==> config.mk <==
export PLATFORM = sky130hd
export DESIGN_NAME = bpc_host_ctrl
export DESIGN_NICKNAME = d
export VERILOG_FILES = /design/src/hw/bpc_host_ctrl.v
export VERILOG_INCLUDE_DIRS = /design/src /design/src/hw
export SDC_FILE = /design/constraint.sdc
export NUM_CORES = 1
export LEC_CHECK = 0
export BUFFER_PORTS_ARGS = -buffer_cell sky130_fd_sc_hd__buf_2
export CAP_MARGIN = 20
export CORE_MARGIN = 2
export CORE_UTILIZATION = 45
export CTS_BUF_LIST = sky130_fd_sc_hd__clkbuf_4
export DETAILED_ROUTE_END_ITERATION = 10
export PLACE_DENSITY_LB_ADDON = 0.25
export SLEW_MARGIN = 40
export SYNTH_ARGS = -nofsm -noshare
export SYNTH_HDL_FRONTEND = slang
export SYNTH_SLANG_ARGS = --single-unit
==> constraint.sdc <==
create_clock -name mclk -period 2.9 [get_ports mclk]
set_input_delay 0.145 -clock mclk [delete_from_list [all_inputs] [get_ports mclk]]
set_output_delay 0.145 -clock mclk [all_outputs]
set_load 0.02 [all_outputs]
==> src/hw/bpc_map.vh <==
// Constants of the unlock-bypass program host controller.
// Notes on behaviour
// Count above 127 or other sector: error
// Count within 127, same sector: loading
// Each loaded word decrements counter once
// At count -1 confirm 29h at sector
// Count -1 with other sector: error
// Counter not negative, same page: accepted
// Latch program sector, compare later sectors
// Finished program returns to bypass idle
// Time-out hang: write F0h, back idle
// Suspend programming with 51h
// Legacy B0h accepted, host avoids it
// Suspend request settles within suspend latency
// Resume with 50h, legacy 30h avoided
// Program from erase-suspend returns there
// Erase-suspended suspend request settles likewise
// Hang reset from erase-suspend returns there
// Word entry: next data write programs
// Reads and 70h leave state unchanged
`ifndef BPC_MAP_VH
`define BPC_MAP_VH
`define BPC_OFS_CMD 5'h00
`define BPC_OFS_ADDR 5'h04
`define BPC_OFS_WDATA 5'h08
`define BPC_OFS_RDATA 5'h0C
`define BPC_OFS_STATUS 5'h10
`define BPC_OFS_IRQ_STAT 5'h14
`define BPC_OFS_IRQ_MASK 5'h18
`define BPC_OFS_CONFIG 5'h1C
`define BPC_OP_BUF_START 4'h1
`define BPC_OP_BUF_DATA 4'h2
`define BPC_OP_CONFIRM 4'h3
`define BPC_OP_WORD 4'h4
`define BPC_OP_SUSPEND 4'h5
`define BPC_OP_RESUME 4'h6
`define BPC_OP_RESET 4'h7
`define BPC_OP_STATUS 4'h8
`define BPC_OP_READ 4'h9
`define BPC_CMD_BUF_LOAD 16'h0025
`define BPC_CMD_CONFIRM 16'h0029
`define BPC_CMD_WORD 16'h00A0
`define BPC_CMD_SUSPEND 16'h0051
`define BPC_CMD_RESUME 16'h0050
`define BPC_CMD_RESET 16'h00F0
`define BPC_CMD_STATUS 16'h0070
`define BPC_STATUS_ADDR 23'h000555
`define BPC_MAX_COUNT 8'h7F
`define BPC_COUNT_DONE 8'hFF
`define BPC_SR_DONE 7
`define BPC_SR_PGM_ERR 4
`define BPC_IRQ_OP_DONE 0
`define BPC_IRQ_PROG_DONE 1
`define BPC_IRQ_PROG_FAIL 2
`define BPC_IRQ_REFUSED 3
`define BPC_IRQ_RESET 4'h0
`define BPC_CLK_NS 4
`define BPC_WE_NS 35
`define BPC_RD_NS 70
`define BPC_PSL_NS 5000
`define BPC_WE_CYC ((`BPC_WE_NS + `BPC_CLK_NS - 1) / `BPC_CLK_NS)
`define BPC_RD_CYC ((`BPC_RD_NS + `BPC_CLK_NS - 1) / `BPC_CLK_NS)
`define BPC_PSL_CYC ((`BPC_PSL_NS + `BPC_CLK_NS - 1) / `BPC_CLK_NS)
`endif

==> src/hw/bpc_host_ctrl.v <==
// Host controller that drives the flash unlock-bypass program command set.
//
// The register addresses and the Avalon-MM interface to the registers were chosen for this implementation.
`timescale 1ns/1ps
`include "bpc_map.vh"
module bpc_host_ctrl (
  input wire mclk,
  input wire srst,
  input wire [4:0] avsAddress,
  input wire avsRead,
  input wire avsWrite,
  input wire [31:0] avsWritedata,
  output reg [31:0] avsReaddata,
  output wire avsWaitrequest,
  output wire irq,
  output reg [22:0] flashAddr,
  output reg [15:0] flashDqOut,
  output reg flashDqOe,
  input wire [15:0] flashDqIn,
  output reg flashCeN,
  output reg flashWeN,
  output reg flashOeN
);
  // ----------------------------------------------------------------
  // States
  // ----------------------------------------------------------------
  localparam [5:0] H_IDLE = 6'h01;
  localparam [5:0] H_LOAD = 6'h02;
  localparam [5:0] H_PROG = 6'h04;
  localparam [5:0] H_SREQ = 6'h08;
  localparam [5:0] H_SUSP = 6'h10;
  localparam [5:0] H_HANG = 6'h20;
  localparam [9:0] E_IDLE = 10'h001;
  localparam [9:0] E_W1 = 10'h002;
  localparam [9:0] E_W2 = 10'h004;
  localparam [9:0] E_POLLC = 10'h008;
  localparam [9:0] E_POLLR = 10'h010;
  localparam [9:0] E_LAT = 10'h020;
  localparam [9:0] E_RST = 10'h040;
  localparam [9:0] E_SUS = 10'h080;
  localparam [9:0] E_RD = 10'h100;
  localparam [9:0] E_STAT = 10'h200;
  localparam integer WE_CYC_I = `BPC_WE_CYC;
  localparam integer RD_CYC_I = `BPC_RD_CYC;
  localparam integer PSL_CYC_I = `BPC_PSL_CYC;
  localparam [4:0] WE_CYC = WE_CYC_I[4:0];
  localparam [4:0] RD_CYC = RD_CYC_I[4:0];
  localparam [10:0] PSL_CYC = PSL_CYC_I[10:0];

  reg respQ;
  reg [22:0] addrQ;
  reg [15:0] wdataQ;
  reg [15:0] rdataQ;
  reg [3:0] irqStatQ;
  reg [3:0] maskQ;
  reg esOriginQ;
  reg [5:0] hostQ;
  reg [9:0] engQ;
  reg [9:0] afterQ;
  reg [22:0] w1AddrQ;
  reg [15:0] w1DataQ;
  reg [22:0] w2AddrQ;
  reg [15:0] w2DataQ;
  reg needW2Q;
  reg [22:0] rdAddrQ;
  reg [7:0] latchedSectorQ;
  reg [15:0] pageQ;
  reg pageValidQ;
  reg [7:0] wordCounterQ;
  reg suspPendQ;
  reg busRunQ;
  reg [4:0] cycCntQ;
  reg [15:0] sampleQ;
  reg [7:0] lastSrQ;
  reg [10:0] latCntQ;

  // ----------------------------------------------------------------
  // Bus cycle selection
  // ----------------------------------------------------------------
  reg [22:0] curAddr;
  reg [15:0] curData;
  reg curRead;
  always @* begin
    curAddr = 23'h000000;
    curData = 16'h0000;
    curRead = 1'b0;
    case (engQ)
      E_W1: begin
        curAddr = w1AddrQ;
        curData = w1DataQ;
      end
      E_W2: begin
        curAddr = w2AddrQ;
        curData = w2DataQ;
      end
      E_POLLC, E_STAT: begin
        curAddr = `BPC_STATUS_ADDR;
        curData = `BPC_CMD_STATUS;
      end
      E_POLLR: begin
        curAddr = {latchedSectorQ, 15'h0000};
        curRead = 1'b1;
      end
      E_RST: curData = `BPC_CMD_RESET;
      E_SUS: curData = `BPC_CMD_SUSPEND;
      E_RD: begin
        curAddr = rdAddrQ;
        curRead = 1'b1;
      end
      default: curRead = 1'b0;
    endcase
  end

  wire busState = |(engQ & (E_W1 | E_W2 | E_POLLC | E_POLLR | E_RST | E_SUS | E_RD | E_STAT));
  wire busDone = busRunQ && (cycCntQ == 5'h00);
  wire [4:0] pulse = curRead ? RD_CYC : WE_CYC;
  wire strobeOn = busRunQ && (cycCntQ >= 5'h02) && (cycCntQ <= pulse + 5'h01);
  wire srDone = sampleQ[`BPC_SR_DONE];
  wire srErr = sampleQ[`BPC_SR_PGM_ERR];

  // ----------------------------------------------------------------
  // Register bus
  // ----------------------------------------------------------------
  // One wait cycle per access: the read word is built in the first cycle so that
  // it is stable from a flop when waitrequest falls.
  assign avsWaitrequest = (avsRead | avsWrite) & ~respQ;
  assign irq = |(irqStatQ & maskQ);
  wire acc = respQ & (avsRead | avsWrite);
  wire cmdWr = acc & avsWrite & (avsAddress == `BPC_OFS_CMD);
  wire [3:0] op = avsWritedata[3:0];
  wire [7:0] newSector = addrQ[22:15];
  wire sectorMatch = (newSector == latchedSectorQ);
  wire engIdle = (engQ == E_IDLE);
  wire irqRd = acc & avsRead & (avsAddress == `BPC_OFS_IRQ_STAT);

  reg opOk;
  always @* begin
    opOk = 1'b0;
    case (op)
      `BPC_OP_BUF_START: opOk = engIdle && hostQ == H_IDLE && wdataQ[7:0] <= `BPC_MAX_COUNT
        && wdataQ[15:8] == 8'h00;
      `BPC_OP_BUF_DATA: opOk = engIdle && hostQ == H_LOAD && wordCounterQ != `BPC_COUNT_DONE
        && sectorMatch && (!pageValidQ || addrQ[22:7] == pageQ);
      `BPC_OP_CONFIRM: opOk = engIdle && hostQ == H_LOAD
        && wordCounterQ == `BPC_COUNT_DONE;
      `BPC_OP_WORD: opOk = engIdle && hostQ == H_IDLE;
      `BPC_OP_SUSPEND: opOk = hostQ == H_PROG && !suspPendQ;
      `BPC_OP_RESUME: opOk = engIdle && hostQ == H_SUSP;
      `BPC_OP_RESET: opOk = engIdle;
      `BPC_OP_STATUS: opOk = engIdle && hostQ != H_LOAD;
      `BPC_OP_READ: opOk = engIdle && hostQ != H_LOAD;
      default: opOk = 1'b0;
    endcase
  end

  reg [3:0] irqEv;
  always @* begin
    irqEv = 4'h0;
    irqEv[`BPC_IRQ_REFUSED] = cmdWr & ~opOk;
    // The end of the suspend latency reports even though the program set a poll follow-up.
    irqEv[`BPC_IRQ_OP_DONE] = (busDone & (afterQ == E_IDLE) & (engQ != E_POLLR)
      & (engQ != E_POLLC) & ~(engQ == E_W1 & needW2Q))
      | (engQ == E_LAT & latCntQ == 11'h000);
    irqEv[`BPC_IRQ_PROG_DONE] = (engQ == E_POLLR) & busDone & srDone & ~srErr;
    irqEv[`BPC_IRQ_PROG_FAIL] = (engQ == E_POLLR) & busDone & srDone & srErr;
  end

  always @(posedge mclk) begin
    if (srst) begin
      respQ <= 1'b0;
      avsReaddata <= 32'h00000000;
      addrQ <= 23'h000000;
      wdataQ <= 16'h0000;
      maskQ <= 4'h0;
      esOriginQ <= 1'b0;
      irqStatQ <= `BPC_IRQ_RESET;
    end else begin
      respQ <= (avsRead | avsWrite) & ~respQ;
      if (~respQ) begin
        case (avsAddress)
          `BPC_OFS_ADDR: avsReaddata <= {9'h000, addrQ};
          `BPC_OFS_WDATA: avsReaddata <= {16'h0000, wdataQ};
          `BPC_OFS_RDATA: avsReaddata <= {16'h0000, rdataQ};
          `BPC_OFS_STATUS: avsReaddata <= {8'h00, lastSrQ, wordCounterQ, ~engIdle, esOriginQ, hostQ};
          `BPC_OFS_IRQ_STAT: avsReaddata <= {28'h0000000, irqStatQ};
          `BPC_OFS_IRQ_MASK: avsReaddata <= {28'h0000000, maskQ};
          `BPC_OFS_CONFIG: avsReaddata <= {31'h00000000, esOriginQ};
          default: avsReaddata <= 32'h00000000;
        endcase
      end
      if (acc & avsWrite) begin
        case (avsAddress)
          `BPC_OFS_ADDR: addrQ <= avsWritedata[22:0];
          `BPC_OFS_WDATA: wdataQ <= avsWritedata[15:0];
          `BPC_OFS_IRQ_MASK: maskQ <= avsWritedata[3:0];
          `BPC_OFS_CONFIG: begin
            if (hostQ == H_IDLE && engIdle)
              esOriginQ <= avsWritedata[0];
          end
          default: maskQ <= maskQ;
        endcase
      end
      // A new event in the cycle of the clearing read is kept.
      irqStatQ <= (irqRd ? 4'h0 : irqStatQ) | irqEv;
    end
  end

  // ----------------------------------------------------------------
  // Command sequencer and flash pins
  // ----------------------------------------------------------------
  always @(posedge mclk) begin
    if (srst) begin
      hostQ <= H_IDLE;
      engQ <= E_IDLE;
      afterQ <= E_IDLE;
      w1AddrQ <= 23'h000000;
      w1DataQ <= 16'h0000;
      w2AddrQ <= 23'h000000;
      w2DataQ <= 16'h0000;
      needW2Q <= 1'b0;
      rdAddrQ <= 23'h000000;
      rdataQ <= 16'h0000;
      latchedSectorQ <= 8'h00;
      pageQ <= 16'h0000;
      pageValidQ <= 1'b0;
      wordCounterQ <= `BPC_COUNT_DONE;
      suspPendQ <= 1'b0;
      busRunQ <= 1'b0;
      cycCntQ <= 5'h00;
      sampleQ <= 16'h0000;
      lastSrQ <= 8'h00;
      latCntQ <= 11'h000;
      flashAddr <= 23'h000000;
      flashDqOut <= 16'h0000;
      flashDqOe <= 1'b0;
      flashCeN <= 1'b1;
      flashWeN <= 1'b1;
      flashOeN <= 1'b1;
    end else begin
      flashWeN <= ~(strobeOn & ~curRead);
      flashOeN <= ~(strobeOn & curRead);
      if (busRunQ && cycCntQ == 5'h01)
        sampleQ <= flashDqIn;
      if (busState && !busRunQ) begin
        busRunQ <= 1'b1;
        cycCntQ <= pulse + 5'h02;
        flashAddr <= curAddr;
        flashDqOut <= curData;
        flashDqOe <= ~curRead;
        flashCeN <= 1'b0;
      end else if (busRunQ) begin
        cycCntQ <= cycCntQ - 5'h01;
        if (busDone) begin
          busRunQ <= 1'b0;
          flashDqOe <= 1'b0;
          flashCeN <= 1'b1;
        end
      end
      if (cmdWr && opOk && op == `BPC_OP_SUSPEND)
        suspPendQ <= 1'b1;
      // Suspend only marks a request, so the running sequence must keep stepping.
      if (cmdWr && opOk && op != `BPC_OP_SUSPEND) begin
        w1AddrQ <= addrQ;
        needW2Q <= 1'b0;
        afterQ <= E_IDLE;
        case (op)
          `BPC_OP_BUF_START: begin
            w1DataQ <= `BPC_CMD_BUF_LOAD;
            w2AddrQ <= addrQ;
            w2DataQ <= wdataQ;
            needW2Q <= 1'b1;
            latchedSectorQ <= newSector;
            wordCounterQ <= wdataQ[7:0];
            pageValidQ <= 1'b0;
            hostQ <= H_LOAD;
            engQ <= E_W1;
          end
          `BPC_OP_BUF_DATA: begin
            w1DataQ <= wdataQ;
            wordCounterQ <= wordCounterQ - 8'h01;
            pageQ <= addrQ[22:7];
            pageValidQ <= 1'b1;
            engQ <= E_W1;
          end
          `BPC_OP_CONFIRM: begin
            w1AddrQ <= {latchedSectorQ, 15'h0000};
            w1DataQ <= `BPC_CMD_CONFIRM;
            afterQ <= E_POLLC;
            hostQ <= H_PROG;
            engQ <= E_W1;
          end
          `BPC_OP_WORD: begin
            w1DataQ <= `BPC_CMD_WORD;
            w2AddrQ <= addrQ;
            w2DataQ <= wdataQ;
            needW2Q <= 1'b1;
            latchedSectorQ <= newSector;
            afterQ <= E_POLLC;
            hostQ <= H_PROG;
            engQ <= E_W1;
          end
          `BPC_OP_RESUME: begin
            w1DataQ <= `BPC_CMD_RESUME;
            afterQ <= E_POLLC;
            hostQ <= H_PROG;
            engQ <= E_W1;
          end
          `BPC_OP_RESET: begin
            w1DataQ <= `BPC_CMD_RESET;
            wordCounterQ <= `BPC_COUNT_DONE;
            hostQ <= H_IDLE;
            engQ <= E_W1;
          end
          `BPC_OP_STATUS: begin
            rdAddrQ <= addrQ;
            engQ <= E_STAT;
          end
          default: begin
            rdAddrQ <= addrQ;
            engQ <= E_RD;
          end
        endcase
      end else begin
        case (engQ)
          E_W1: if (busDone) engQ <= needW2Q ? E_W2 : afterQ;
          E_W2: if (busDone) engQ <= afterQ;
          E_STAT: if (busDone) engQ <= E_RD;
          E_RD: begin
            if (busDone) begin
              rdataQ <= sampleQ;
              engQ <= E_IDLE;
            end
          end
          E_POLLC: if (busDone) engQ <= E_POLLR;
          E_POLLR: begin
            if (busDone) begin
              lastSrQ <= sampleQ[7:0];
              if (srDone && srErr) begin
                hostQ <= H_HANG;
                engQ <= E_RST;
              end else if (srDone) begin
                hostQ <= H_IDLE;
                suspPendQ <= 1'b0;
                wordCounterQ <= `BPC_COUNT_DONE;
                engQ <= E_IDLE;
              end else if (suspPendQ) begin
                engQ <= E_SUS;
              end else begin
                engQ <= E_POLLC;
              end
            end
          end
          E_SUS: begin
            if (busDone) begin
              suspPendQ <= 1'b0;
              hostQ <= H_SREQ;
              latCntQ <= PSL_CYC;
              engQ <= E_LAT;
            end
          end
          E_LAT: begin
            // Waiting the full latency avoids polling a half-suspended array.
            if (latCntQ == 11'h000) begin
              hostQ <= H_SUSP;
              engQ <= E_IDLE;
            end else begin
              latCntQ <= latCntQ - 11'h001;
            end
          end
          E_RST: begin
            if (busDone) begin
              hostQ <= H_IDLE;
              suspPendQ <= 1'b0;
              wordCounterQ <= `BPC_COUNT_DONE;
              engQ <= E_IDLE;
            end
          end
          default: engQ <= E_IDLE;
        endcase
      end
    end
  end
endmodule // bpc_host_ctrl

# ---- Yosys cells after proc, flatten, opt, wreduce, memory -nomap -nowiden
# Cells that the tools add are included.
dict set report word_totals {
  regBits 343
}
dict set report classes {
  addsub 5
  order_cmp 3
  n_eq_ne 56
  muxes 64
  bitwise 33
  n_reduce_logical 61
}
# cell n
set op_table {}
lappend op_table {{$pmux 24 s7} 1}
lappend op_table {{$pmux 23 s5} 1}
lappend op_table {{$mux 10} 10}
lappend op_table {{$pmux 16 s6} 1}
lappend op_table {{$pmux 10 s8} 1}
lappend op_table {{$pmux 16 s5} 1}
lappend op_table {{$mux 8} 8}
lappend op_table {{$mux 6} 7}
lappend op_table {{$pmux 6 s4} 1}
lappend op_table {{$pmux 8 s3} 1}
lappend op_table {{$mux 23} 1}
lappend op_table {{$mux 11} 2}
lappend op_table {{$pmux 11 s2} 1}
lappend op_table {{$eq 10x1->1 const B} 2}
lappend op_table {{$eq 5x5->1 const B} 4}
lappend op_table {{$logic_and 1x1->1} 20}
lappend op_table {{$pmux 10 s2} 1}
lappend op_table {{$and 1x1->1} 19}
lappend op_table {{$ne 3x3->1 const B} 6}
lappend op_table {{$pmux 6 s3} 1}
lappend op_table {{$reduce_and 2->1} 9}
lappend op_table {{$mux 1} 17}
lappend op_table {{$eq 16x16->1} 1}
lappend op_table {{$eq 4x3->1 const B} 4}
lappend op_table {{other kinds (67)} 102}

# ---- Logic depth before layout (Yosys ltp)
# Gate-level depths: netlist of the first run.
dict set report depth {
  word_depth 14
  ltp_mapped 11
  ltp_nobuf 10
}

# ---- Least setup slack after synthesis of the first run
# No wires, ideal clock.
dict set report synth_path {
  kind {register to register}
  from {reg addrQ[21]}
  to {reg hostQ[0]}
  setup_ps 72
  arrival_time_ps 2388
  t_required_ps 2828
  setup_slack_ps 440
  path_stages_with_launch 11
  path_buffers 2
  synth_period_minus_slack_ps 2460
  cell_sequence {dfxtp_1 > clkbuf_1 > xnor2_1 > nand4_1 > o41ai_1 > a31o_2 > a211oi_2 > or3_1 > buf_4 > a221oi_4 > mux2i_1}
}
dict set report synth_via {
  elab_chain_len 8
}
# element line
set synth_rtl {}
lappend synth_rtl {{start, declared} bpc_host_ctrl.v:51} ;# reg [22:0] addrQ;
lappend synth_rtl {{start signal, assigned} bpc_host_ctrl.v:193} ;# `BPC_OFS_ADDR: addrQ <= avsWritedata[22:0];
lappend synth_rtl {{$eq 16x16->1 / $eq 8x8->1 (equally long branches)} {bpc_host_ctrl.v:143, bpc_host_ctrl.v:132}}
lappend synth_rtl {{$logic_or 1x1->1 / $logic_and 1x1->1 (equally long branches)} {bpc_host_ctrl.v:143, bpc_host_ctrl.v:142}}
lappend synth_rtl {{$logic_and 1x1->1 (*)} bpc_host_ctrl.v:142} ;# `BPC_OP_BUF_DATA: opOk = engIdle && hostQ == H_LOAD && wordCounterQ != `BPC_COUNT_DONE
lappend synth_rtl {{$pmux 1 s8 (*)} bpc_host_ctrl.v:139} ;# case (op)
lappend synth_rtl {{$logic_and 1x1->1 (*)} bpc_host_ctrl.v:262} ;# if (cmdWr && opOk && op != `BPC_OP_SUSPEND) begin
lappend synth_rtl {{$logic_and 1x1->1 (no line) (*)} -}
lappend synth_rtl {{$ne 4x2->1 (no line), or another cell as far along} -}
lappend synth_rtl {{$reduce_and 7->1 (no line)} -}
lappend synth_rtl {{end signal, assigned} bpc_host_ctrl.v:275} ;# hostQ <= H_LOAD;
lappend synth_rtl {{end signal, assigned} bpc_host_ctrl.v:289} ;# hostQ <= H_PROG;
lappend synth_rtl {{end signal, assigned} bpc_host_ctrl.v:299} ;# hostQ <= H_PROG;
lappend synth_rtl {{end, declared} bpc_host_ctrl.v:57} ;# reg [5:0] hostQ;
# Mark *: on every way between the ends. The rest lies on a longest branch, timed or not.
# A chain may end at the register's enable or synchronous reset.

# ---- Worst setup path after layout of the first run
dict set report layout_path {
  from {reg hostQ[3]}
  to {reg hostQ[2]}
}
dict set report layout_via {
  elab_chain_len 10
}
# element line
set layout_rtl {}
lappend layout_rtl {{start signal, assigned} bpc_host_ctrl.v:213} ;# hostQ <= H_IDLE;
lappend layout_rtl {{start signal, assigned} bpc_host_ctrl.v:275}
lappend layout_rtl {{start signal, assigned} bpc_host_ctrl.v:289}
lappend layout_rtl {{$eq 6x2->1} {bpc_host_ctrl.v:142, bpc_host_ctrl.v:144}}
lappend layout_rtl {{$logic_and 1x1->1} {bpc_host_ctrl.v:142, bpc_host_ctrl.v:144}}
lappend layout_rtl {{$logic_and 1x1->1 (no line)} -}
lappend layout_rtl {{$logic_and 1x1->1 (2 in a row)} bpc_host_ctrl.v:142}
lappend layout_rtl {{$pmux 1 s8 (*)} bpc_host_ctrl.v:139}
lappend layout_rtl {{$logic_and 1x1->1 (*)} bpc_host_ctrl.v:262}
lappend layout_rtl {{$logic_and 1x1->1 (no line) (*)} -}
lappend layout_rtl {{$ne 4x2->1 (no line), or another cell as far along} -}
lappend layout_rtl {{$reduce_and 7->1 (no line)} -}
# Marks and branches as above.

==> results of run 1 <==
-- through the flow --
stage                     setup slack [ps]  instance area (um2)
after global routing                 0.137                16700
after global placement                 242                15100
final                                  217                16700
after floorplan                        440                14000
after detailed placement               232                15100
after CTS                              186                16600
-- registers in the layout, summed over array words and instances, names as in the netlist, 8 cells and up --
signal and flops:
avsReaddata 24, addrQ 23, flashAddr 23, rdAddrQ 23, w1AddrQ 23, w2AddrQ 23
flashDqOut 16, pageQ 16, rdataQ 16, sampleQ 16, w1DataQ 16, w2DataQ 16
wdataQ 16, latCntQ 11, engQ 10, lastSrQ 8, wordCounterQ 8
-- path summary, 6_finish.rpt --
| check | startpoint | end | slack (ps) | depth (start not counted) |
|---|---|---|---|---|
| setup / recovery | hostQ[3] | hostQ[2] | 220 | 9 |
| hold / removal | avsAddress[3] | esOriginQ | 70 | 6 |
| hold reg to reg | w1AddrQ[11] | w1AddrQ[11] | 450 | 2 |
| setup reg to reg | hostQ[3] | hostQ[2] | 220 | 9 |
-- cell type report --
type	instances	area (um2)
Antenna cell	1	2.50
Clock buffer	124	931
Clock inverter	22	135
Fill cell	2944	13900
Inverter	17	63.8
Multi-Input combinational cell	1227	6920
Sequential cell	319	6390
Tap cell	396	495
Timing Repair Buffer	241	1740
-- kinds of logic after synthesis --
logic type | Yosys count
compound gates | 414
mux | 77
fa+ha+maj | 10
buf+inv | 163
flops | 319
simple gates | 684
other cells | 1
xor+xnor | 34
-- synthesized netlist by cell type, drive strengths merged, types with 2 or more instances --
| cell | instances |
|---|---|
| nand2 | 302 |
| and2 | 8 |
| nor2b | 9 |
| o22a | 2 |
| a311oi | 16 |
| o211ai | 5 |
| a211oi | 24 |
| o21ai | 27 |
| dfxtp | 319 |
| mux2i | 76 |
| o2111ai | 2 |
| ha | 10 |
| a2111oi | 2 |
| nor3 | 45 |
| a21o | 3 |
| o21bai | 6 |
| nor3b | 5 |
| xnor2 | 28 |
| or3 | 7 |
| nor4b | 5 |
| inv | 17 |
| a21oi | 218 |
| nor2 | 199 |
| o31ai | 2 |
| a31oi | 5 |
| a22oi | 38 |
| o41ai | 2 |
| or4 | 6 |
| and3 | 5 |
| a222oi | 19 |
| nand2b | 9 |
| buf | 36 |
| nor4 | 14 |
| and4 | 5 |
| xor2 | 6 |
| a221oi | 16 |
| nand3 | 40 |
| nand4 | 13 |
| clkbuf | 110 |
| or2 | 4 |
| nand3b | 3 |
| o22ai | 6 |
| o21a | 10 |
-- what timing repair did --
item                                    CTS  global route
resized for setup                         0             1
hold buffers                             44             0
endpoints found under the hold margin    82             0
endpoints found under the setup margin    0            10
setup buffers                             0             0
-- per-layer routing --
layer	global-route usage [%]	vias up
li1	-	6374
met1	36.7	6238
met2	39.3	496
met3	4.47	60
met4	6.68	0
met5	0	-
-- report_power, final --
| group | leakage (nW) | switching, mW | internal, mW | total, mW |
|---|---|---|---|---|
| sequential | 2.57 | 0.00398 | 4.39 | 4.39 |
| combinational | 3.07 | 0.209 | 0.114 | 0.324 |
| clock | 0.630 | 1.84 | 2.05 | 3.90 |
-- critical path, cell delays in order, from the launching register on --
cell	delay, ps
dfxtp_1	380
or4_1	480
o21ai_1	140
o211ai_1	130
o21ba_1	200
a211oi_2	350
buf_4	210
nor2_1	90
a221oi_4	410
o22ai_1	140
==> results.py, run 1 <==
metrics = {
    "placement": {
        "dp_hpwl_um": 28900,
        "gp_congestion": 0.896,
        "placed_cells": 2155,
        "portBuffers": 116,
    },
    "synth": {
        "synth.avg_cell_area_um2": 8.19,
        "synth_area_leaders": "dfxtp_1 (46%), nand2_1 (8.1%), a21oi_1 (7.8%)",
        "synth-seq-cells": 319,
        "muxShareOfSynthArea_pct": 5.62,
        "synth_xor_area_share_pct": 2.14,
        "yosysWarnings": 0,
        "synth_top_area_share_pct": 45.8,
        "ys.flop_type": "dfxtp_1",
        "synth_top_family_by_area": "simple AND/OR/NAND/NOR gates",
        "synth-adder-area-share_pct": 0.897,
        "synth_cell_types": 74,
        "synth-edff-count": 0,
        "async_flop_share_pct": 0,
        "synth.yosys.seq_area_share_pct": 45.8,
        "synth_top_area_cell": "dfxtp_1",
        "synthSimpleGateAreaFrac_pct": 21.6,
        "syn_area_um2": 13900,
        "syn_inst": 1702,
        "synth_compound_area_share_pct": 18.9,
    },
    "sta": {
        "finalClockSkew_ps": 82.2,
        "fin_crit_ps": 2680,
        "fin_worst_hold_slack_ps": 69.6,
        "max_freq_mhz": 373,
        "post-route-period-util_pct": 92.5,
        "setup_viol": 0,
        "fin_tns_setup_ps": 0,
        "worst_slew_pin_slew_ps": 749,
        "final_hold_viol_count": 0,
        "maxSlewViolCount": 0,
        "rsz0062_at_grt": "no",
        "relSlewSlack_pct": 50.0,
    },
    "floorplanning": {
        "die_area_um2": 32400,
        "row_count": 64,
        "coreArea_um2": 30600,
        "ios": 134,
        "initial_utilization_pct": 45.6,
        "die_h_um": 180,
        "fp.dieW_um": 180,
    },
    "global_route": {
        "antenna_found_initial": 1,
        "overflow": 0,
        "grt_max_degree": 195,
        "grt_util_all_layers_pct": 25.4,
        "grt_pass1_vias": 12200,
        "grt_pass1_wl_um": 67000,
    },
    "route": {
        "drcViolationCount": 0,
        "wl_um": 42300,
        "antenna_left": 0,
        "highest_layer": "met4",
        "wl_met3_um": 3240,
        "met2_wirelength_um": 18800,
        "drt_iter0_markers": 1305,
        "met1_length_um": 19500,
        "wl_per_cell_um": 18.0,
        "drt_pass1_iterations": 6,
        "vias": 13200,
        "avgViaCountPerCell": 5.61,
    },
    "hold_path": {
        "min_path_type": "input port to flip-flop",
    },
    "layout": {
        "layoutNonFillerInstCount": 2347,
        "layout_common_cells": "dfxtp_1 (319), nand2_1 (302), a21oi_1 (218), nor2_1 (199), clkbuf_4 (124)",
        "final_common_cell": "dfxtp_1",
        "drive_gt1_share_pct": 18.1,
        "fin_util_pct": 54.5,
        "area_growth_pct": 19.6,
        "nets": 1959,
    },
    "worst_setup_path": {
        "endpoint_kind": "flip-flop",
        "worstSetupPathType": "flip-flop to flip-flop",
        "crit_fanout": 7,
        "startpoint_type": "flip-flop",
        "arrival_ps": 3210,
        "required_ps": 3430,
    },
    "cts": {
        "cts_root_buf": "clkbuf_4",
        "clk_path_buf_depth": 3,
        "path_clk_slew_ps": 60,
        "cts_htree_levels": 3,
        "numCtsBuffers": 86,
        "clock_sinks": 319,
        "clk_latency_ps": 740,
        "cts_tree": "done",
    },
    "power_and_ir_drop": {
        "vdd_drop_max_uv": 263,
        "power_mw": 8.61,
        "cellLeakagePower_nw": 6.27,
        "power_density_nw_per_um2": 516,
    },
    "outcome": {
        "status": "finished clean",
    },
    "job": {
        "maxCapViolCount": 0,
    },
}
Power figures use the tool's default switching activity.
==> run 2: changes to the inputs <==
==> constraint.sdc (replaced) <==
create_clock -name mclk -period 2.9 [get_ports mclk]
set_input_delay 0.435 -clock mclk [delete_from_list [all_inputs] [get_ports mclk]]
set_output_delay 0.435 -clock mclk [all_outputs]
set_load 0.02 [all_outputs]
==> run 2 against run 1 <==
Net effect: fmax down 1.5%; via count down 0.44%; cell count about the same; hold slack better by 14 ps; first-iteration DRC count down 5.7%; clock-buffer cell count down 2; clock skew down 5.3 ps; design area about the same; worst setup slack worse by 41 ps; clock power down 1%.
==> results.py, run 2 (synthesized netlist as in run 1, its figures left out) <==
metrics = {
    "layout": {
        "drive_gt1_share_pct": 18.5,
        "nets": 1960,
        "layout_common_cells": "dfxtp_1 (318), nand2_1 (302), a21oi_1 (218), nor2_1 (199), clkbuf_4 (122)",
        "top_register": "avsReaddata",
        "fin_util_pct": 54.5,
        "area_growth_pct": 19.5,
        "final_common_cell": "dfxtp_1",
        "largest_reg_flops": 24,
    },
    "global_route": {
        "grt_util_all_layers_pct": 26.0,
        "antenna_found_initial": 3,
        "grt_pass1_wl_um": 67900,
        "grt_pass1_vias": 12500,
        "overflow": 0,
        "grt_max_degree": 111,
    },
    "sta": {
        "finalClockSkew_ps": 76.9,
        "rsz0062_at_grt": "no",
        "final.setup.worst_slack_ps": 176,
        "max_freq_mhz": 367,
        "worst_slew_pin_slew_ps": 797,
        "setup_viol": 0,
        "relSlewSlack_pct": 46.8,
        "post-route-period-util_pct": 93.9,
        "fin_crit_ps": 2720,
        "final_hold_viol_count": 0,
        "maxSlewViolCount": 0,
    },
    "cts": {
        "clock_sinks": 319,
        "post_cts_buffers": 0,
        "cts_tree": "done",
        "clk_latency_ps": 730,
        "cts_root_buf": "clkbuf_4",
        "cts_htree_levels": 3,
        "path_clk_slew_ps": 60,
        "clk_path_buf_depth": 3,
        "numCtsBuffers": 86,
    },
    "hold_path": {
        "hold_end": "respQ",
        "min_path_type": "input port to flip-flop",
        "hold_start": "avsRead",
        "min_path_cells": 3,
    },
    "route": {
        "wl_per_cell_um": 18.3,
        "antenna_left": 0,
        "avgViaCountPerCell": 5.58,
        "drcViolationCount": 0,
        "vias": 13100,
        "drt_iter0_markers": 1230,
        "wl_um": 42900,
        "drt_pass1_iterations": 6,
    },
    "worst_setup_path": {
        "worstSetupPathType": "flip-flop to flip-flop",
        "r2r_cells": 11,
        "r2r_start": "addrQ[9]",
        "cpPeakStageDelay_ps": 440,
        "rrSetupSlack_ps": 180,
        "arrival_ps": 3250,
        "startpoint_type": "flip-flop",
        "r2r_end": "w2AddrQ[0]",
        "cpMostUsedCell": "buf_4",
        "crit_path_start": "addrQ[9]",
        "crit_fanout": 19,
        "endpoint_kind": "flip-flop",
        "cp_slowest_cell": "o41ai_1",
        "required_ps": 3430,
        "crit_chain": "xnor2_1 -> nand4_1 -> o41ai_1 -> a31o_2 -> a211oi_2 -> buf_4 -> nor4_4 -> buf_4 -> buf_12 -> mux2i_1 -> nor2_1",
    },
    "placement": {
        "dp_hpwl_um": 29300,
        "post-place-ws_ps": -90.5,
        "gp_congestion": 0.928,
        "portBuffers": 116,
    },
    "power_and_ir_drop": {
        "power_mw": 8.57,
        "power_density_nw_per_um2": 515,
        "vdd_drop_max_uv": 287,
        "cellLeakagePower_nw": 6.28,
    },
    "outcome": {
        "status": "finished clean",
    },
    "job": {
        "maxCapViolCount": 0,
    },
    "floorplanning": {
        "die_h_um": 180,
        "fp.dieW_um": 180,
        "row_count": 64,
        "ios": 134,
        "coreArea_um2": 30600,
        "initial_utilization_pct": 45.6,
        "die_area_um2": 32400,
    },
}
-- run 2: critical path: cells and delay by family (launching register included) --
kind | cells | cell delay (ps)
flip-flops | 1 | 350
buffers and inverters | 3 | 560
XOR/XNOR | 1 | 120
multiplexers | 1 | 210
AO/OA/AOI/OAI | 3 | 840
AND/OR/NAND/NOR | 3 | 410
-- run 2: final cells by class --
cell class / instances / area, um2
diodes: 4 / 10.0
clock buffers: 122 / 916
clock inverters: 22 / 129
fillers: 2916 / 13900
inverters: 17 / 63.8
multi-input cells: 1227 / 6920
flip-flops and latches: 319 / 6390
well taps: 396 / 495
repair buffers: 242 / 1740
-- run 2: through the flow --
| stage | hold WS (ps) | setup TNS [ps] | cells | cell area, um2 |
|---|---|---|---|---|
| final | 83.9 | 0 | 2349 | 16700 |
| after global routing | 66.7 | 0 | 2349 | 16700 |
| after CTS | 41.5 | 0 | 2345 | 16600 |
| after detailed placement | 445 | -1500 | 2166 | 15200 |
| after global placement | 437 | -574 | 2166 | 15200 |
| after floorplan | 431 | 0 | 1709 | 14000 |
-- run 2: layer usage --
layer | GRT usage [%] | share of wire, %
met1 | 36.1 | 45
met5 | 0 | 0
met3 | 5.25 | 8.1
met4 | 10.5 | 2.8
met2 | 39.8 | 44
-- run 2: worst max-delay path by stage --
stage | to | cells past startpoint | slack (ps)
floorplan | hostQ[0] | 9 | 400
global placement | w2DataQ[15] | 12 | -40
detailed placement | w2AddrQ[0] | 12 | -90
CTS | w2AddrQ[0] | 12 | 120
global route | w2DataQ[3] | 11 | 10
finish | w2AddrQ[0] | 11 | 180
-- run 2: power by group --
part	leakage [nW]	internal [mW]	switching (mW)	total, mW
clock network	0.620	2.02	1.84	3.86
registers	2.57	4.39	0.00395	4.39
logic	3.09	0.109	0.208	0.317
-- run 2: repair_timing --
| item | 4_1_cts | 5_1_grt |
|---|---|---|
| endpoints found under the hold margin | 47 | 0 |
| hold buffers | 35 | 0 |
| setup endpoints to repair | 0 | 10 |
| gates resized for setup | 0 | 2 |
==> run 3: changes to the inputs <==
--- a/config.mk
+++ b/config.mk
@@ -6,6 +6,7 @@
 export SDC_FILE = /design/constraint.sdc
 export NUM_CORES = 1
 export LEC_CHECK = 0
+export ABC_AREA = 1
 export BUFFER_PORTS_ARGS = -buffer_cell sky130_fd_sc_hd__buf_2
 export CAP_MARGIN = 20
 export CORE_MARGIN = 2
==> run 3 against run 2 <==
Net effect: sequential share of layout area grew 0.074 points; critical path depth grew 3; critical path type unchanged; design area is essentially flat; power grew 2.9%; cell count increased by 12%; worst setup slack improved by 83 ps; register-to-register slack better by 80 ps; critical endpoint is now w1DataQ[5]; global-route usage barely moved; routed wire length grew 1.6%; clock-buffer cell count is 13 higher.
==> results.py, run 3 <==
metrics = {
    "worst_setup_path": {
        "startpoint_type": "flip-flop",
        "crit_path_start": "engQ[2]",
        "worst-path-stages": 14,
        "worstSetupPathType": "flip-flop to flip-flop",
        "rrSetupSlack_ps": 260,
        "cpMostUsedCell": "nor2_1",
        "r2r_cells": 14,
        "crit_buf_inv": 2,
        "arrival_ps": 3230,
        "r2r_end": "w1DataQ[5]",
        "crit_chain": "nor2_2 -> nand3_1 -> nor3_4 -> inv_1 -> nor2_1 -> nand2_1 -> nand2_1 -> nor2_1 -> nand2_1 -> nand3_2 -> inv_2 -> o21ai_1 -> nor2_1 -> nor2_1",
        "cp_slowest_cell": "dfxtp_1",
        "required_ps": 3490,
        "crit_end": "w1DataQ[5]",
        "crit_fanout": 10,
        "endpoint_kind": "flip-flop",
        "r2r_start": "engQ[2]",
        "cpPeakStageDelay_ps": 360,
        "crit_family": "simple AND/OR/NAND/NOR gates",
    },
    "placement": {
        "gp_congestion": 0.895,
        "placed_cells": 2455,
        "portBuffers": 116,
        "dp_hpwl_um": 30400,
        "post-place-ws_ps": 51.3,
    },
    "floorplanning": {
        "ios": 134,
        "die_h_um": 182,
        "initial_utilization_pct": 45.3,
        "die_area_um2": 33000,
        "coreArea_um2": 31300,
        "fp.dieW_um": 182,
        "row_count": 65,
    },
    "layout": {
        "multiInputGateArea_um2": 6440,
        "top_register": "avsReaddata",
        "final_common_cell": "nand2_1",
        "drive_gt1_share_pct": 16.1,
        "fin_util_pct": 53.2,
        "layout_common_cells": "nand2_1 (353), dfxtp_1 (307), inv_1 (244), a21oi_1 (243), o21ai_0 (234)",
        "largest_reg_flops": 24,
        "area_growth_pct": 17.4,
        "layout.area.seq_um2": 6400,
        "layoutNonFillerInstCount": 2627,
        "nFillCells": 3113,
        "nets": 2227,
    },
    "hold_path": {
        "hold_start": "flashDqIn[10]",
        "min_path_type": "input port to flip-flop",
    },
    "synth": {
        "synth-edff-count": 0,
        "async_flop_share_pct": 0,
        "synth-adder-area-share_pct": 0.882,
        "yosysWarnings": 0,
        "synth.avg_cell_area_um2": 7.16,
        "synth_top_family_by_area": "compound AO/OA/AOI/OAI gates",
        "synth_area_leaders": "dfxtp_1 (45%), nand2_1 (9.4%), a21oi_1 (8.6%)",
        "syn_area_um2": 14200,
        "synth_compound_area_share_pct": 24.1,
        "synth_top_area_share_pct": 45.0,
        "ys.flop_type": "dfxtp_1",
        "synth.most_common_cell": "nand2_1",
        "syn_inst": 1981,
        "synthSimpleGateAreaFrac_pct": 19.4,
        "muxShareOfSynthArea_pct": 0,
        "synth_top_area_cell": "dfxtp_1",
        "synth-seq-cells": 319,
        "synth_cell_types": 47,
        "synth_xor_area_share_pct": 0.555,
        "synth_common_cells": "nand2_1 (356), dfxtp_1 (319), inv_1 (246)",
        "synth.yosys.seq_area_share_pct": 45.0,
    },
    "route": {
        "avgViaCountPerCell": 5.33,
        "vias": 14000,
        "wl_um": 43600,
        "antenna_left": 0,
        "wl_per_cell_um": 16.6,
        "drcViolationCount": 0,
        "drt_pass1_iterations": 6,
        "drt_iter0_markers": 1108,
    },
    "sta": {
        "max_freq_mhz": 379,
        "final_hold_viol_count": 0,
        "maxSlewViolCount": 0,
        "setup_viol": 0,
        "finalClockSkew_ps": 46.0,
        "final.setup.worst_slack_ps": 259,
        "post-route-period-util_pct": 91.1,
        "relSlewSlack_pct": 41.4,
        "fin_tns_setup_ps": 0,
        "fin_crit_ps": 2640,
        "worst_slew_pin_slew_ps": 873,
    },
    "global_route": {
        "grt_pass1_vias": 12900,
        "overflow": 0,
        "grt_util_all_layers_pct": 26.0,
        "grt_pass1_wl_um": 68700,
        "grt_max_degree": 155,
        "antenna_found_initial": 1,
    },
    "power_and_ir_drop": {
        "power_density_nw_per_um2": 529,
        "cellLeakagePower_nw": 6.74,
        "vdd_drop_max_uv": 297,
        "power_mw": 8.82,
    },
    "cts": {
        "clk_path_buf_depth": 3,
        "path_clk_slew_ps": 70,
        "cts_tree": "done",
        "clk_latency_ps": 730,
        "cts_root_buf": "clkbuf_4",
        "clock_sinks": 319,
        "numCtsBuffers": 87,
        "cts_htree_levels": 3,
    },
    "outcome": {
        "status": "finished clean",
    },
    "job": {
        "maxCapViolCount": 0,
    },
}
-- run 3: cell types whose count changed after synthesis, moves of 25 or more --
cell      previous run  this run
o21ai_0             24       234
a211oi_1            22        59
mux2i_1             76         0
nand2_1            302       356
inv_1               17       246
a22oi_1             38         5
o22ai_1              6        31
clkbuf_1           108        78
a21oi_1            218       243
-- run 3: where the power goes --
part | internal [mW] | total [mW] | switching, mW
sequential | 4.39 | 4.40 | 0.00820
clock | 2.19 | 4.12 | 1.93
combinational | 0.0899 | 0.301 | 0.211
-- run 3: cell type report --
type,count,area share [%]
antenna,1,0.0150
timing repair buffer,188,7.42
multi-input combinational,1307,38.6
inverter,257,5.80
tap,402,3.02
sequential,319,38.4
clock inverter,18,0.608
clock buffer,135,6.08
-- run 3: how the worst min path moves through the flow --
stage                   to  slack, ps  depth (start not counted)
6_report       sampleQ[10]          7                          3
5_1_grt          addrQ[20]          3                          3
4_1_cts        sampleQ[10]          2                          3
3_5_place_dp    rdAddrQ[4]        440                          2
3_3_place_gp      flashCeN        430                          2
2_1_floorplan   latCntQ[9]        420                          1
-- run 3: cell families after synthesis --
family                   after synthesis
AO/OA/AOI/OAI                        618
XOR/XNOR                               9
adder cells (fa/ha/maj)               10
other                                  1
flip-flops                           319
AND/OR/NAND/NOR                      662
buffers and inverters                362
-- run 3: layer usage --
| layer | vias to the layer above | GRT usage [%] | part of all wire [%] | routed length, um |
|---|---|---|---|---|
| met1 | 6407 | 36.8 | 47 | 20500 |
| met3 | 67 | 5.05 | 7.9 | 3450 |
| li1 | 6999 | - | - | - |
| met2 | 532 | 40.0 | 43 | 18700 |
| met5 | - | 0 | 0 | 0 |
| met4 | 0 | 8.16 | 2.3 | 987 |
-- run 3: repair_timing --
item                                    CTS  global route
gates resized for setup                   0            21
endpoints found under the hold margin    15             0
endpoints found under the setup margin    0            89
setup buffers                             0             3
hold buffers                             15             0
-- run 3: tightest hold or removal path: stages --
cell,delay (ps)
buf_2,80
o21ai_0,90
nor2_1,80
-- run 3: through the flow --
| stage | instance area, um2 | hold slack (ps) |
|---|---|---|
| global placement | 15300 | 426 |
| floorplan | 14200 | 423 |
| CTS | 16600 | 2.44 |
| finish | 16700 | 6.92 |
| global route | 16700 | 3.37 |
| detailed placement | 15300 | 438 |
